$ cat config.mk
export PLATFORM = sky130hd
export DESIGN_NAME = cfg_header_upper
export DESIGN_NICKNAME = d
export VERILOG_FILES = /design/src/logic/cfg_upper_pkg.sv /design/src/logic/cfg_header_upper.sv
export SDC_FILE = /design/constraint.sdc
export NUM_CORES = 1
export LEC_CHECK = 0
export ABC_CLOCK_PERIOD_IN_PS = 2000
export CORE_MARGIN = 2
export CORE_UTILIZATION = 40
export CTS_CLUSTER_DIAMETER = 50
export DETAILED_ROUTE_END_ITERATION = 10
export DONT_BUFFER_PORTS = 1
export HOLD_SLACK_MARGIN = 0.06
export PLACE_DENSITY = 0.66
export SYNTH_ARGS = -nofsm -noshare
export SYNTH_HDL_FRONTEND = slang
export SYNTH_SLANG_ARGS = --single-unit
$ cat constraint.sdc
create_clock -name ref_clk_i -period 2 [get_ports ref_clk_i]
set_clock_uncertainty 0.05 [all_clocks]
set_input_delay 0.4 -clock ref_clk_i [delete_from_list [all_inputs] [get_ports ref_clk_i]]
set_output_delay 0.4 -clock ref_clk_i [all_outputs]
set_load 0.02 [all_outputs]
$ cat src/logic/cfg_upper_pkg.sv
// Constants for the upper configuration header register bank
package cfg_upper_pkg;
	localparam int unsigned ADDR_W = 8;
	localparam logic [7:0] OFS_MEM3_WINDOW_BASE_HIGH = 8'h24;
	localparam logic [7:0] OFS_RESERVED_A = 8'h28;
	localparam logic [7:0] OFS_SUBSYSTEM_IDENTIFIERS = 8'h2C;
	localparam logic [7:0] OFS_RESERVED_B = 8'h30;
	localparam logic [7:0] OFS_CAPABILITY_LIST_POINTER = 8'h34;
	localparam logic [7:0] OFS_ROM_WINDOW_BASE = 8'h38;
	localparam logic [7:0] OFS_IRQ_CONFIG = 8'h3C;
	localparam logic [7:0] OFS_UPPER_SETUP = 8'h40;
	localparam logic [31:0] RST_MEM3_WINDOW_BASE_HIGH = 32'h0000_0000;
	localparam logic [31:0] RST_UPPER_SETUP = 32'h0000_0000;
	localparam logic [7:0] CAP_POINTER_VALUE = 8'h80;
	localparam logic [31:0] ROM_BASE_VALUE = 32'h0000_0000;
	localparam logic [7:0] RST_IRQ_LINE = 8'h00;
	localparam logic [7:0] IRQ_PIN_FORWARD = 8'h00;
	localparam logic [7:0] IRQ_PIN_REVERSE = 8'h01;
	localparam logic [7:0] RST_MIN_GRANT = 8'h00;
	localparam logic [7:0] RST_MAX_LATENCY = 8'h00;
	localparam int unsigned SETUP_ENABLE_BIT = 31;
	localparam int unsigned IRQ_LINE_LSB = 0;
	localparam int unsigned IRQ_PIN_LSB = 8;
	localparam int unsigned MIN_GRANT_LSB = 16;
	localparam int unsigned MAX_LATENCY_LSB = 24;
	localparam int unsigned SUBSYS_VENDOR_LSB = 0;
	localparam int unsigned SUBSYS_ID_LSB = 16;
	localparam logic [1:0] HTRANS_NONSEQ = 2'h2;
	localparam logic [1:0] HTRANS_SEQ = 2'h3;
	localparam logic [2:0] HSIZE_WORD = 3'h2;
endpackage : cfg_upper_pkg

$ cat src/logic/cfg_header_upper.sv
// Upper configuration header registers 24h..3Ch behind an AHB-Lite slave
//
// Operation
// - Each upper base bit is writable only where the matching setup bit is one.
// - Setup bit 31 at zero disables the upper base register.
// - Upper base holds address bits 63:32 and resets to zero.
// - Setup register loadable from serial memory, SMBus or local processor.
// - Subsystem vendor id in 15:0, subsystem id in 31:16, read-only.
// - Capability pointer reads 80h in low byte, upper bits zero.
// - No expansion ROM; its base register reads zero always.
// - Interrupt line byte is writable by software, stored, resets zero.
// - Interrupt pin reads 01h in reverse mode, 00h in forward mode.
// - Minimum grant is read-only, reverse-mode only, resets zero.
// - Maximum latency is read-only, reverse-mode only, resets zero.
//
// Design decision made here: register access over AHB-Lite.
module cfg_header_upper import cfg_upper_pkg::*; #(
	parameter logic [15:0] SUBSYS_VENDOR_ID = 16'h5A5A, // Arbitrary value
	parameter logic [15:0] SUBSYS_ID = 16'hA5A5, // Arbitrary value
	parameter logic [7:0] MIN_GRANT_VALUE = 8'h00,
	parameter logic [7:0] MAX_LATENCY_VALUE = 8'h00
) (
	input wire logic ref_clk_i,
	input wire logic resetn_i,
	input wire logic hsel_i,
	input wire logic [31:0] haddr_i,
	input wire logic [1:0] htrans_i,
	input wire logic hwrite_i,
	input wire logic [2:0] hsize_i,
	input wire logic [31:0] hwdata_i,
	input wire logic hready_i,
	output logic [31:0] hrdata_o,
	output logic hreadyout_o,
	output logic hresp_o,
	input wire logic reverse_mode_i,
	input wire logic setup_load_i,
	input wire logic [31:0] setup_load_data_i,
	output logic [31:0] mem3_window_base_high_o,
	output logic window_high_enable_o,
	output logic [7:0] irq_routing_line_o
);

	////////////////////////////////////////////////////////////////////////
	// Strap synchroniser and address phase capture

	logic reverse_meta_q;
	logic reverse_q;
	logic wr_pend_q;
	logic [7:0] wr_addr_q;
	logic [31:0] base_high_q;
	logic [31:0] base_high_d;
	logic [31:0] setup_q;
	logic [31:0] setup_d;
	logic [7:0] irq_line_q;
	logic [7:0] irq_line_d;
	logic [31:0] rdata_q;

	// Mode strap comes from a pin, so it is synchronised before use
	always_ff @(posedge ref_clk_i or negedge resetn_i) begin
		if (!resetn_i) begin
			reverse_meta_q <= 1'b0;
			reverse_q <= 1'b0;
		end else begin
			reverse_meta_q <= reverse_mode_i;
			reverse_q <= reverse_meta_q;
		end
	end

	wire logic trans_valid = hsel_i && hready_i && (htrans_i == HTRANS_NONSEQ || htrans_i == HTRANS_SEQ);
	wire logic rd_take = trans_valid && !hwrite_i;
	wire logic wr_take = trans_valid && hwrite_i && hsize_i == HSIZE_WORD;
	wire logic [7:0] rd_addr = {haddr_i[7:2], 2'b00};

	always_ff @(posedge ref_clk_i or negedge resetn_i) begin
		if (!resetn_i) begin
			wr_pend_q <= 1'b0;
			wr_addr_q <= 8'h00;
		end else begin
			wr_pend_q <= wr_take;
			wr_addr_q <= {haddr_i[7:2], 2'b00};
		end
	end

	////////////////////////////////////////////////////////////////////////
	// Register writes (data phase)

	wire logic wr_base = wr_pend_q && wr_addr_q == OFS_MEM3_WINDOW_BASE_HIGH;
	wire logic wr_setup = wr_pend_q && wr_addr_q == OFS_UPPER_SETUP;
	wire logic wr_irq = wr_pend_q && wr_addr_q == OFS_IRQ_CONFIG;
	wire logic window_en = setup_q[SETUP_ENABLE_BIT];

	// Per-bit write mask: only setup-enabled bits take bus data
	always_comb begin
		base_high_d = base_high_q;
		if (wr_base && window_en) begin
			base_high_d = (hwdata_i & setup_q) | (base_high_q & ~setup_q);
		end
	end

	// Local loader wins over a bus write in the same cycle; both are setup sources
	always_comb begin
		setup_d = setup_q;
		if (setup_load_i) begin
			setup_d = setup_load_data_i;
		end else if (wr_setup) begin
			setup_d = hwdata_i;
		end
	end

	always_comb begin
		irq_line_d = irq_line_q;
		if (wr_irq) begin
			irq_line_d = hwdata_i[IRQ_LINE_LSB +: 8];
		end
	end

	always_ff @(posedge ref_clk_i or negedge resetn_i) begin
		if (!resetn_i) begin
			base_high_q <= RST_MEM3_WINDOW_BASE_HIGH;
			setup_q <= RST_UPPER_SETUP;
			irq_line_q <= RST_IRQ_LINE;
		end else begin
			base_high_q <= base_high_d;
			setup_q <= setup_d;
			irq_line_q <= irq_line_d;
		end
	end

	////////////////////////////////////////////////////////////////////////
	// Read data

	wire logic [7:0] irq_pin = reverse_q ? IRQ_PIN_REVERSE : IRQ_PIN_FORWARD;
	wire logic [7:0] min_grant = reverse_q ? MIN_GRANT_VALUE : RST_MIN_GRANT;
	wire logic [7:0] max_latency = reverse_q ? MAX_LATENCY_VALUE : RST_MAX_LATENCY;
	wire logic [31:0] irq_word = {max_latency, min_grant, irq_pin, irq_line_d};
	wire logic [31:0] subsys_word = {SUBSYS_ID, SUBSYS_VENDOR_ID};
	wire logic [31:0] cap_word = {24'h000000, CAP_POINTER_VALUE};
	// Disabled window reads back zero so software sees it off
	wire logic [31:0] base_word = window_en ? base_high_d : 32'h0000_0000;

	logic [31:0] rd_mux;
	always_comb begin
		unique case (rd_addr)
			OFS_MEM3_WINDOW_BASE_HIGH: rd_mux = base_word;
			OFS_SUBSYSTEM_IDENTIFIERS: rd_mux = subsys_word;
			OFS_CAPABILITY_LIST_POINTER: rd_mux = cap_word;
			OFS_ROM_WINDOW_BASE: rd_mux = ROM_BASE_VALUE;
			OFS_IRQ_CONFIG: rd_mux = irq_word;
			OFS_UPPER_SETUP: rd_mux = setup_d;
			default: rd_mux = 32'h0000_0000;
		endcase
	end

	always_ff @(posedge ref_clk_i or negedge resetn_i) begin
		if (!resetn_i) begin
			rdata_q <= 32'h0000_0000;
		end else if (rd_take) begin
			rdata_q <= rd_mux;
		end
	end

	////////////////////////////////////////////////////////////////////////
	// Outputs, all registered; zero wait states, response always OKAY

	logic hreadyout_q;
	always_ff @(posedge ref_clk_i or negedge resetn_i) begin
		if (!resetn_i) begin
			hreadyout_q <= 1'b0;
		end else begin
			hreadyout_q <= 1'b1;
		end
	end

	assign hrdata_o = rdata_q;
	assign hreadyout_o = hreadyout_q;
	assign hresp_o = 1'b0 & hreadyout_q;
	assign mem3_window_base_high_o = base_high_q;
	assign window_high_enable_o = setup_q[SETUP_ENABLE_BIT];
	assign irq_routing_line_o = irq_line_q;

endmodule : cfg_header_upper

* Word-level counts from Yosys, hierarchy flattened
Cells that the tools add are included.
** Storage, ports and cells
- Register bits after elaboration :: 114
- Bits of input ports :: 108
- Output and inout bits :: 75
- Word-level logic and storage cells :: 42
** Cells by class
- Eq/ne operators :: 11
- Multiplexer cells :: 7
- Bitwise gates (word level) :: 4
- Reductions and logical operators :: 11
** Operators with widths (number)
- 32-bit one-hot mux with 5 select lines :: 1
- 32-bit two-way mux :: 4
- 32-bit bitwise AND :: 2
- 6-bit by 4-bit == test with 1-bit output (second input constant) :: 6
- 32-bit NOT :: 1
- 32-bit bitwise OR :: 1
- 6-bit by 5-bit == test with 1-bit output (second input constant) :: 2
- 1-bit logical AND :: 9
- 8-bit two-way mux :: 1
- 2-bit == test (second input constant) :: 2
- 3-bit by 2-bit == test with 1-bit output (second input constant) :: 1
- 1-bit zero test :: 1
- 1-bit logical OR :: 1
- 1-bit two-way mux :: 1

* Logic depth before layout (Yosys ltp)
Gate-level depths: netlist of run 1.
- Depth in word-level cells :: 6
- Depth in mapped cells :: 7
- Gate-level depth less buffers :: 5

* Worst setup path before layout of run 1
Ideal clock, no wire load.
- Path kind :: reg-to-reg
- From :: reg wr_addr_q[7]
- To :: reg rdata_q[7] (netlist: hrdata_o[7])
- Setup time :: 126 ps
- Arrival :: 1991 ps
- Slack :: -167 ps
- Stages on the path, launching flop included :: 6
- Buffers on the path :: 0
- Clock period less this slack :: 2167 ps
- Cells stage by stage :: dfrtp_1 nand4b_1 nor4b_2 mux2_2 o21a_1 a221o_1
** Between the ends
- Elaborated cells between the ends (all ways) :: 13
- Those cells by class :: eq/ne (3); mux (6); reduce/logical (4)
** RTL lines
- from (decl) :: line cfg_header_upper.sv:49 : logic [7:0] wr_addr_q;
- from (signal assigned) :: line cfg_header_upper.sv:80 : wr_addr_q <= {haddr_i[7:2], 2'b00};
- 6-bit by 4-bit == test with 1-bit output :: line cfg_header_upper.sv:89 : wire logic wr_irq = wr_pend_q && wr_addr_q == OFS_IRQ_CONFIG;
- 1-bit logical AND :: line cfg_header_upper.sv:89
- 8-bit two-way mux :: line cfg_header_upper.sv:112 : if (wr_irq) begin
- via irq_line_d[7] :: line cfg_header_upper.sv:55 : logic [7:0] irq_line_d;
- 32-bit one-hot mux with 5 select lines :: line cfg_header_upper.sv:143 : unique case (rd_addr)
- to (signal assigned) :: line cfg_header_upper.sv:158 : rdata_q <= rd_mux;
- to (decl) :: line cfg_header_upper.sv:56 : logic [31:0] rdata_q;
The timed path passes the listed nets, and every way through them passes these cells.
A chain may end at the register's enable or synchronous reset.

* Worst setup path in the final report of run 1
- From :: reg wr_addr_q[7]
- To :: reg rdata_q[21] (netlist: hrdata_o[21])
** Between the ends
- Elaborated cells between the ends (all ways) :: 10
- Those cells by class :: eq/ne (2); mux (5); reduce/logical (3)
** RTL lines
- 6-bit by 5-bit == test with 1-bit output :: line cfg_header_upper.sv:88 : wire logic wr_setup = wr_pend_q && wr_addr_q == OFS_UPPER_SETUP;
- 1-bit logical AND :: line cfg_header_upper.sv:88
- 32-bit two-way mux :: line cfg_header_upper.sv:105 : end else if (wr_setup) begin
- 32-bit two-way mux :: line cfg_header_upper.sv:103 : if (setup_load_i) begin
- via setup_d[21] :: line cfg_header_upper.sv:53 : logic [31:0] setup_d;
- 32-bit one-hot mux with 5 select lines :: line cfg_header_upper.sv:143
The timed path passes the listed nets, and every way through them passes these cells.

==> results of run 1 <==
cell families after synthesis:
| logic type | count (synthesis) | share of synthesized area, % |
|---|---|---|
| and+or+nand+nor | 144 | 14.9 |
| AOI/OAI and AO/OA | 135 | 17.6 |
| DFF | 114 | 54.5 |
| muxes | 44 | 9.39 |
| buffers and inverters | 44 | 3.56 |
| other | 2 | 0.143 |
sequential cells by signal, indices dropped and copies added (netlist names):
signal	count
hrdata_o	32
hreadyout_o	1
irq_routing_line_o	8
mem3_window_base_high_o	32
reverse_meta_q	1
reverse_q	1
setup_q	32
wr_addr_q	6
wr_pend_q	1
per-stage QoR:
step / cells / setup slack [ns] / cell area (µm²)
after CTS: 691 / -0.0795 / 6460
after global routing: 705 / -0.279 / 6890
after floorplan: 483 / -0.0269 / 5260
after global placement: 643 / -0.0733 / 5600
final: 705 / -0.210 / 6890
after detailed placement: 643 / -0.142 / 5600
how the worst min path moves through the flow:
stage | startpoint | end | slack [ns] | depth (start not counted)
floorplan | resetn_i | hrdata_o[0]$_DFFE_PN0P_ | 0.05 | 0
global placement | resetn_i | mem3_window_base_high_o[14]$_DFF_PN0_ | 0.06 | 0
detailed placement | resetn_i | mem3_window_base_high_o[14]$_DFF_PN0_ | 0.06 | 0
CTS | resetn_i | mem3_window_base_high_o[14]$_DFF_PN0_ | -0.38 | 0
global route | resetn_i | mem3_window_base_high_o[18]$_DFF_PN0_ | -0.39 | 0
finish | resetn_i | setup_q[0]$_DFF_PN0_ | -0.36 | 0
routing by layer:
metal  vias to the layer above  wire length [µm]  GRT usage, %
met2                       239              8260          39.2
met4                         0               432          8.11
met1                      2162              6230          27.0
li1                       1861                 -             -
met3                        32              1710          9.56
met5                         -                 0             0
area by class of cell:
cell class	instances	share of cell area, %
timing repair buffer	58	9.44
multi-input combinational	325	37.9
clock inverter	6	0.799
inverter	5	0.272
clock buffer	25	7.04
sequential	114	41.4
tap	172	3.12
what timing repair did:
action	in CTS	in global routing
pin swaps	16	25
endpoints found under the setup margin	31	36
buffers inserted	8	11
hold endpoints to repair	122	114
resized for setup	39	61
cloned	1	3
worst register-to-register path, stage by stage, from the launching register on:
cell and delay [ns]:
dfrtp_1 0.38, buf_6 0.12, nor4b_4 0.23, buf_4 0.17
buf_12 0.14, buf_12 0.13, clkbuf_4 0.20, buf_4 0.15
a41oi_2 0.14, a21oi_2 0.21, a221oi_2 0.08, nor2_1 0.13
power groups by stage:
| stage | clock [µW] | sequential, µW | combinational, µW |
|---|---|---|---|
| 4_1_cts | 2810 | 2890 | 468 |
| 2_1_floorplan | 0 | 2870 | 326 |
| 5_1_grt | 2930 | 2920 | 573 |
| 3_3_place_gp | 0 | 2910 | 385 |
| 6_report | 2760 | 2900 | 526 |
| 3_5_place_dp | 0 | 2930 | 408 |
cell usage in the layout, fill, tap and decap left out, types with 16 or more instances in the layout:
master / instances
buf_4: 33
clkbuf_16: 20
nand3_1: 29
nor2_1: 43
mux2_2: 27
a21oi_2: 17
a21oi_1: 21
nor2b_1: 29
o21ai_1: 16
a41oi_1: 16
dfrtp_1: 114
==> summary.txt, run 1 <==
Max Cap Viol = 0
share of layout cells above drive strength 1 = 34.9%
Ports = 183
synthesis-to-layout area growth = 31.6%
syn_nets = 591
DRC errors left = 0
total track usage = 23.4%
sum of buffers and inverters on the critical path = 6
Commonest cells post-synth = 114 x dfrtp_1, 44 x nor2_1, 41 x mux2_2
row count = 41
Final GP Congestion = 0.766
vias in the first global route = 4,582
Pint = 4570 µW
reg2reg start = wr_addr_q[7]$_DFF_PN0_
critical-path cell with the highest stage delay = dfrtp_1
post-synthesis register bit count = 114
# diodes = 0
Crit path max-delay family = buffers and inverters
fin crit share = 110%
worst hold margin = -0.364 ns
CTS HTree Levels = 4
detailed router's first-iteration violation count = 260
failing checks = negative hold slack, negative setup slack
Peak Freq = 0.453 GHz
Hold Buf Count CTS = 8
fin worst setup slack = -0.210 ns
crit-path cells = buf_6 > nor4b_4 > buf_4 > buf_12 > buf_12 > clkbuf_4 > buf_4 > a41oi_2 > a21oi_2 > a221oi_2 > nor2_1
Num CTS Buffers = 17
via count = 4,294
nets = 629
DR WL/cell = 23.6 µm
die height = 118 µm
class of the worst hold path = in2async
Mapped Avg Cell Area = 10.8 µm²
area of the multi-input gates = 0.00262 mm²
Post-Route WL = 16,600 µm
Yosys warnings = 0
HPWL after detailed placement = 10000 µm
Mapped Cells = 483
sequential cell area = 0.00285 mm²
capture point of the worst reg-to-reg path = hrdata_o[21]$_DFFE_PN0P_
Area contributors post-synth = dfrtp_1 54%, mux2_2 8.8%, a41oi_1 3.8%
Critical Path Max Stage Delay = 0.38 ns
maximum vdd ir drop = 0.000535 V
Setup crit start = wr_addr_q[7]$_DFF_PN0_
switching share of power = 26.1%
Pwr Density = 897 mW/mm²
Static Leak = 0.00275 µW
cell taking the most area after synthesis = dfrtp_1
CP Class = reg2reg
input/output buffers = 0
Skew-Pair Late Insertion Delay = 0.41 ns
full die area = 0.0140 mm²
Yosys cell types = 46
RSZ-0062 raised after global routing = yes
Logic pwr share = 8.5%
final setup vio count = 26
Worst setup EP type = flip-flop
CP max FO = 8
clock root cell = clkbuf_16
CTS tree = done
initial core utilization = 41.2%
Max Slew Vio Count = 0
most common flop cell mapped by yosys = dfrtp_1
top-count cell post-synth = dfrtp_1
pin count of the biggest net entering global routing = 115
FF-to-FF setup slack = -0.21 ns
final hold vios = 114
CP endpoint = hrdata_o[21]$_DFFE_PN0P_
Die Wd = 118 µm
Yosys top cell area share = 54.5%
status = finished with violations
CTS sink cnt = 114
Overflow after GRT = 0
Post-synth EDFFs = 0
clock share of power = 44.7%
filler cell count = 1,109
Antenna Violating Nets Remaining = 0
Core Util, Final = 54.2%
sequential power share = 46.8%
Fin Setup TNS = -1.26 ns
critical path required time = 2.28 ns
CTS clk-pin slew, worst paths = 0.05 ns
Power Total = 6190 µW
Async SR Flop Fraction = 100%
R2R cell count = 11
first-pass GRT wire length = 25,200 µm
Via density = 6.09
mapped cell area = 0.00524 mm²
post-synthesis sequential area ratio = 54.5%
worst path arrival time = 2.49 ns
initial antenna violation count = 0
Tmin final = 2.21 ns
buffer depth of the longest clock path = 2
startpoint class of the critical path = flip-flop
drt pass-1 iters = 5
Sw Pwr = 1610 µW
Levels on crit path = 11
area of the core = 0.0127 mm²
No activity file was read; power rests on OpenSTA's default activity.
==> inputs of run 2 (changes only) <==
--- a/config.mk
+++ b/config.mk
@@ -5,14 +5,14 @@
 export SDC_FILE = /design/constraint.sdc
 export NUM_CORES = 1
 export LEC_CHECK = 0
-export ABC_CLOCK_PERIOD_IN_PS = 2000
+export ABC_CLOCK_PERIOD_IN_PS = 2600
 export CORE_MARGIN = 2
 export CORE_UTILIZATION = 40
 export CTS_CLUSTER_DIAMETER = 50
 export DETAILED_ROUTE_END_ITERATION = 10
 export DONT_BUFFER_PORTS = 1
 export HOLD_SLACK_MARGIN = 0.06
-export PLACE_DENSITY = 0.66
+export PLACE_DENSITY = 0.64
 export SYNTH_ARGS = -nofsm -noshare
 export SYNTH_HDL_FRONTEND = slang
 export SYNTH_SLANG_ARGS = --single-unit
==> constraint.sdc (replaced) <==
create_clock -name ref_clk_i -period 2.6 [get_ports ref_clk_i]
set_clock_uncertainty 0.05 [all_clocks]
set_input_delay 0.52 -clock ref_clk_i [delete_from_list [all_inputs] [get_ports ref_clk_i]]
set_output_delay 0.52 -clock ref_clk_i [all_outputs]
set_load 0.02 [all_outputs]
==> run 2 against run 1 <==
Compared with the run above: the run ends with negative hold slack left; total power fell by 25%; highest routed layer unchanged; largest power group unchanged; die area did not move; count of clock-buffer cells in the layout did not move; largest cell class unchanged.
==> summary.txt, run 2 (synthesized netlist as in run 1, its figures left out) <==
status = finished with violations
failing checks = negative hold slack
via count = 3,970 (-7.5%)
Post-Route WL = 15,000 µm (-10%)
Final GP Congestion = 0.813 (+6.2%)
full die area = 0.0140 mm² (unchanged)
area of the core = 0.0127 mm² (unchanged)
reg2reg start = wr_addr_q[4]$_DFF_PN0_
share of layout cells above drive strength 1 = 18.9% (-16 points)
Fin Setup TNS = 0 ns (+1.26 ns)
Num CTS Buffers = 17 (unchanged)
startpoint class of the critical path = flip-flop
Max Slew Vio Count = 0 (unchanged)
fin worst setup slack = 0.251 ns (+0.461 ns)
sum of buffers and inverters on the critical path = 1 (-5)
Tmin final = 2.35 ns (+0.139 ns)
CTS clk-pin slew, worst paths = 0.05 ns (about the same)
initial core utilization = 41.2% (unchanged)
CTS sink cnt = 114 (unchanged)
die height = 118 µm (unchanged)
critical path required time = 2.82 ns (+0.54 ns)
final hold vios = 114 (unchanged)
commonest non-fill, non-tap cells in the layout = 114 x dfrtp_1, 44 x nor2_1, 41 x mux2_2, 38 x a21oi_1, 34 x nand3_1
Power Total = 4660 µW (-25%)
Critical Path Max Stage Delay = 0.41 ns (+0.03 ns)
pin count of the biggest net entering global routing = 115 (unchanged)
DRC errors left = 0 (unchanged)
detailed router's first-iteration violation count = 278 (+6.9%)
Worst setup EP type = flip-flop
final setup vio count = 0 (-100%)
synthesis-to-layout area growth = 13.9%
CTS HTree Levels = 4 (unchanged)
critical-path cell with the highest stage delay = dfrtp_1
Setup crit start = wr_addr_q[4]$_DFF_PN0_
Post-CTS Resized = 0 (-100%)
clock root cell = clkbuf_16
Overflow after GRT = 0 (unchanged)
Via density = 5.97 (-2.0%)
commonest non-fill, non-tap cell in the layout = dfrtp_1
Static Leak = 0.00238 µW (-13%)
Skew-Pair Late Insertion Delay = 0.41 ns (about the same)
CTS tree = done
HPWL after detailed placement = 9550 µm (-4.5%)
drt pass-1 iters = 7 (+2)
worst path arrival time = 2.57 ns (+0.08 ns)
# diodes = 0 (unchanged)
nets = 589 (-6.4%)
RSZ-0062 raised after global routing = no
Worst Setup Slack post-DPL = 0.267 ns (+0.409 ns)
input/output buffers = 0 (unchanged)
class of the worst hold path = in2async
Final Non-Filler Cells = 665 (-5.7%)
row count = 41 (unchanged)
fin crit share = 90.3% (-20 points)
initial antenna violation count = 0 (unchanged)
buffer depth of the longest clock path = 2 (unchanged)
maximum vdd ir drop = 0.000469 V (-12%)
worst hold margin = -0.252 ns (+0.112 ns)
CP Class = reg2reg
Ports = 183 (unchanged)
Antenna Violating Nets Remaining = 0 (unchanged)
Pwr Density = 780 mW/mm² (-13%)
DR WL/cell = 22.5 µm (-4.6%)
Max Cap Viol = 0 (unchanged)
post-CTS setup buffers = 0 (-8)
total track usage = 22.2% (-1.2 points)
Peak Freq = 0.426 GHz (-5.9%)
vias in the first global route = 4,237 (-7.5%)
total placed cells including tap cells = 634 (-1.4%)
first-pass GRT wire length = 23,900 µm (-5.3%)
crit-path cells = nor4b_4 > buf_4 > nand3_2 > and2_1 > a211oi_1 > o311ai_1
CP max FO = 28 (+20)
Die Wd = 118 µm (unchanged)
Crit path max-delay family = simple AND/OR/NAND/NOR gates
[run 2: final cells by class]
type / instances / area [µm²]
tap: 172 / 215
fill: 1231 / 6760
multi-input combinational: 325 / 2200
clock buffer: 25 / 485
inverter: 5 / 18.8
timing repair buffer: 18 / 135
clock inverter: 6 / 55.1
sequential: 114 / 2850
[run 2: worst paths after layout]
path,cells after the start,slack (ns),end
min reg2reg,0,0.30,reverse_q$_DFF_PN0_
max,6,0.25,hrdata_o[4]$_DFFE_PN0P_
min in group ref_clk_i,0,0.08,wr_addr_q[5]$_DFF_PN0_
max reg2reg,6,0.25,hrdata_o[4]$_DFFE_PN0P_
max in group asynchronous,0,2.53,setup_q[24]$_DFF_PN0_
min,0,-0.25,hrdata_o[14]$_DFFE_PN0P_
[run 2: worst register-to-register path, stage by stage, from the launching register on]
cell	delay (ns)
dfrtp_1	0.41
nor4b_4	0.30
buf_4	0.38
nand3_2	0.36
and2_1	0.27
a211oi_1	0.28
o311ai_1	0.16
[run 2: routing by layer]
metal	wire length [µm]	up-vias	global-route usage, %
li1	-	1783	-
met1	6010	1991	26.9
met2	7200	170	35.5
met3	1500	26	9.27
met4	260	0	8.26
met5	0	-	0
[run 2: report_power, final]
group	switching, µW	internal (µW)
sequential	276	1950
clock	763	1370
combinational	156	141
[run 2: metrics by stage]
stage | cell area [µm²] | utilization (%)
floorplan | 5240 | -
global placement | 5430 | 42.6
detailed placement | 5430 | 42.6
CTS | 5970 | 46.9
global route | 5970 | 46.9
finish | 5970 | 46.9
==> inputs of run 3 (changes only) <==
--- a/config.mk
+++ b/config.mk
@@ -6,13 +6,15 @@
 export NUM_CORES = 1
 export LEC_CHECK = 0
 export ABC_CLOCK_PERIOD_IN_PS = 2600
+export BUFFER_PORTS_ARGS = -buffer_cell sky130_fd_sc_hd__clkbuf_2
 export CORE_MARGIN = 2
 export CORE_UTILIZATION = 40
 export CTS_CLUSTER_DIAMETER = 50
 export DETAILED_ROUTE_END_ITERATION = 10
-export DONT_BUFFER_PORTS = 1
 export HOLD_SLACK_MARGIN = 0.06
-export PLACE_DENSITY = 0.64
+export PLACE_DENSITY = 0.76
+export SKIP_CTS_REPAIR_TIMING = 1
+export SLEW_MARGIN = 15
 export SYNTH_ARGS = -nofsm -noshare
 export SYNTH_HDL_FRONTEND = slang
 export SYNTH_SLANG_ARGS = --single-unit
==> run 3 against run 2 <==
Compared with the run above: largest cell class unchanged; critical path depth stayed put; sequential share of layout area is 5.9 points lower; the flow now finishes without violations; sequential cell count stayed put; die area stayed put; register-to-register slack better by 0.05 ns; utilization is 6.6 points higher; wire length is 3.9% higher; clock power hardly changed; largest power group is now clock; final cell count is 23% higher.
==> summary.txt, run 3 (synthesized netlist as in run 1, its figures left out) <==
total track usage = 22.9% (+0.66 points)
initial antenna violation count = 0 (unchanged)
die height = 118 µm (unchanged)
nets = 745 (+26%)
startpoint class of the critical path = flip-flop
placed instance area = 0.00624 mm² (+15%)
commonest non-fill, non-tap cells in the layout = 153 x clkbuf_2, 114 x dfrtp_1, 44 x nor2_1, 41 x mux2_2, 38 x a21oi_1
commonest non-fill, non-tap cell in the layout = clkbuf_2
RSZ-0062 raised after global routing = no
crit-path cells = nor4b_4 > buf_4 > nand3_1 > mux2_2 > a221oi_1 > nor2_1
Skew-Pair Late Insertion Delay = 0.40 ns (about the same)
R2R cell count = 6 (unchanged)
Fin Setup TNS = 0 ns (unchanged)
DRC errors left = 0 (unchanged)
CP max FO = 30 (+7.1%)
critical path required time = 2.82 ns (about the same)
CTS sink cnt = 114 (unchanged)
input/output buffers = 154 (+154)
# diodes = 0 (unchanged)
Pint = 3630 µW (+4.9%)
Final Non-Filler Cells = 819 (+23%)
DR WL/cell = 19.0 µm (-16%)
worst path arrival time = 2.52 ns (-0.05 ns)
Pwr Density = 724 mW/mm² (-7.2%)
Slew HR = 62.6%
worst-margin pin slew = 0.561 ns
critical-path cell with the highest stage delay = nor4b_4
clock share of power = 44.0% (-1.9 points)
CTS HTree Levels = 4 (unchanged)
pin count of the biggest net entering global routing = 67 (-42%)
Logic pwr share = 14.5% (+8.1 points)
Die Wd = 118 µm (unchanged)
status = finished clean
CP Class = reg2reg
Post-Route WL = 15,500 µm (+3.9%)
total placed cells including tap cells = 789 (+24%)
Max Slew Vio Count = 0 (unchanged)
Tmin final = 2.30 ns (-0.0502 ns)
final hold vios = 0 (-100%)
Final GP Congestion = 0.776 (-4.5%)
buffer depth of the longest clock path = 2 (unchanged)
filler cell count = 1,187 (-3.6%)
Worst Setup Slack post-DPL = 0.352 ns (+0.0841 ns)
CTS tree = done
Static Leak = 0.00306 µW (+28%)
synthesis-to-layout area growth = 29.9%
maximum vdd ir drop = 0.000388 V (-17%)
vias in the first global route = 4,905 (+16%)
final setup vio count = 0 (unchanged)
detailed router's first-iteration violation count = 307 (+10%)
Ports = 183 (unchanged)
fin crit share = 88.4% (-1.9 points)
drt pass-1 iters = 4 (-3)
area of the multi-input gates = 0.00220 mm² (unchanged)
Via density = 5.60 (-6.2%)
first-pass GRT wire length = 25,100 µm (+5.2%)
CTS clk-pin slew, worst paths = 0.05 ns (about the same)
row count = 41 (unchanged)
Overflow after GRT = 0 (unchanged)
full die area = 0.0140 mm² (unchanged)
switching share of power = 26.3% (+0.67 points)
sequential cell area = 0.00285 mm² (unchanged)
Worst setup EP type = flip-flop
via count = 4,587 (+16%)
area of the core = 0.0127 mm² (unchanged)
HPWL after detailed placement = 10,300 µm (+7.9%)
Peak Freq = 0.435 GHz (+2.2%)
sequential power share = 41.5% (-6.3 points)
Critical Path Max Stage Delay = 0.45 ns (+0.04 ns)
Sw Pwr = 1300 µW (+8.6%)
class of the worst hold path = in2reg
Num CTS Buffers = 17 (unchanged)
initial core utilization = 41.2% (unchanged)
fin worst setup slack = 0.302 ns (+0.0502 ns)
Antenna Violating Nets Remaining = 0 (unchanged)
clock root cell = clkbuf_16
design area = 0.00681 mm² (+14%)
Hold Path Depth = 1
Max Cap Viol = 0 (unchanged)
share of layout cells above drive strength 1 = 38.6% (+20 points)
[run 3: cell count changes in the layout (fill, tap and decap cells not counted)]
cell           previous run  this run
clkbuf_1                  5         1
clkbuf_8                  3         5
buf_4                    18        17
dlygate4sd3_1             0         1
buf_12                    0         3
clkbuf_2                  0       153
[run 3: through the flow]
stage / power [µW] / utilization (%) / hold WS, ns
after global placement: 2760 / 49.1 / 0.293
after CTS: 4970 / 53.4 / -0.121
after global routing: 5150 / 53.5 / 0.165
after detailed placement: 2790 / 49.1 / 0.289
final: 4930 / 53.5 / 0.178
after floorplan: 2460 / - / 0.174
[run 3: path summary, 6_finish.rpt]
kind / start / endpoint / slack [ns]
hold reg to reg: reverse_meta_q$_DFF_PN0_ / reverse_q$_DFF_PN0_ / 0.30
hold / removal: reverse_mode_i / reverse_meta_q$_DFF_PN0_ / 0.18
setup reg to reg: wr_addr_q[4]$_DFF_PN0_ / hrdata_o[9]$_DFFE_PN0P_ / 0.30
min in group asynchronous: resetn_i / mem3_window_base_high_o[16]$_DFF_PN0_ / 0.44
setup / recovery: wr_addr_q[4]$_DFF_PN0_ / hrdata_o[9]$_DFFE_PN0P_ / 0.30
max in group asynchronous: resetn_i / hrdata_o[27]$_DFFE_PN0P_ / 1.29
[run 3: layout make-up]
class                   instances  share of cell area, %
clock buffers                  23                   7.32
clock inverters                 6                  0.809
inverters                       5                  0.276
multi-input cells             325                   32.4
flip-flops and latches        114                   41.9
well taps                     172                   3.16
repair buffers                174                   14.2
[run 3: routing by layer]
metal  vias up  global-route usage, %  routed length (µm)  share of wire [%]
met1      2331                   28.0                6260                 40
met3        14                   5.12                 794                5.1
li1       2097                      -                   -                  -
met2       145                   39.8                8280                 53
met4         0                   7.74                 203                1.3
met5         -                      0                   0                  0
[run 3: power by group through the flow]
stage / Combinational, µW / Clock [µW] / Sequential [µW]
3_3_place_gp: 699 / 0 / 2060
6_report: 713 / 2170 / 2050
5_1_grt: 780 / 2300 / 2060
4_1_cts: 721 / 2210 / 2040
2_1_floorplan: 250 / 0 / 2210
3_5_place_dp: 718 / 0 / 2070
[run 3: worst max-delay path: cells and delay by family, from the launching register on]
kind / cells / cell delay [ns]
compound gates: 1 / 0.33
mux: 1 / 0.30
simple gates: 3 / 0.66
buf+inv: 1 / 0.42
flops: 1 / 0.42
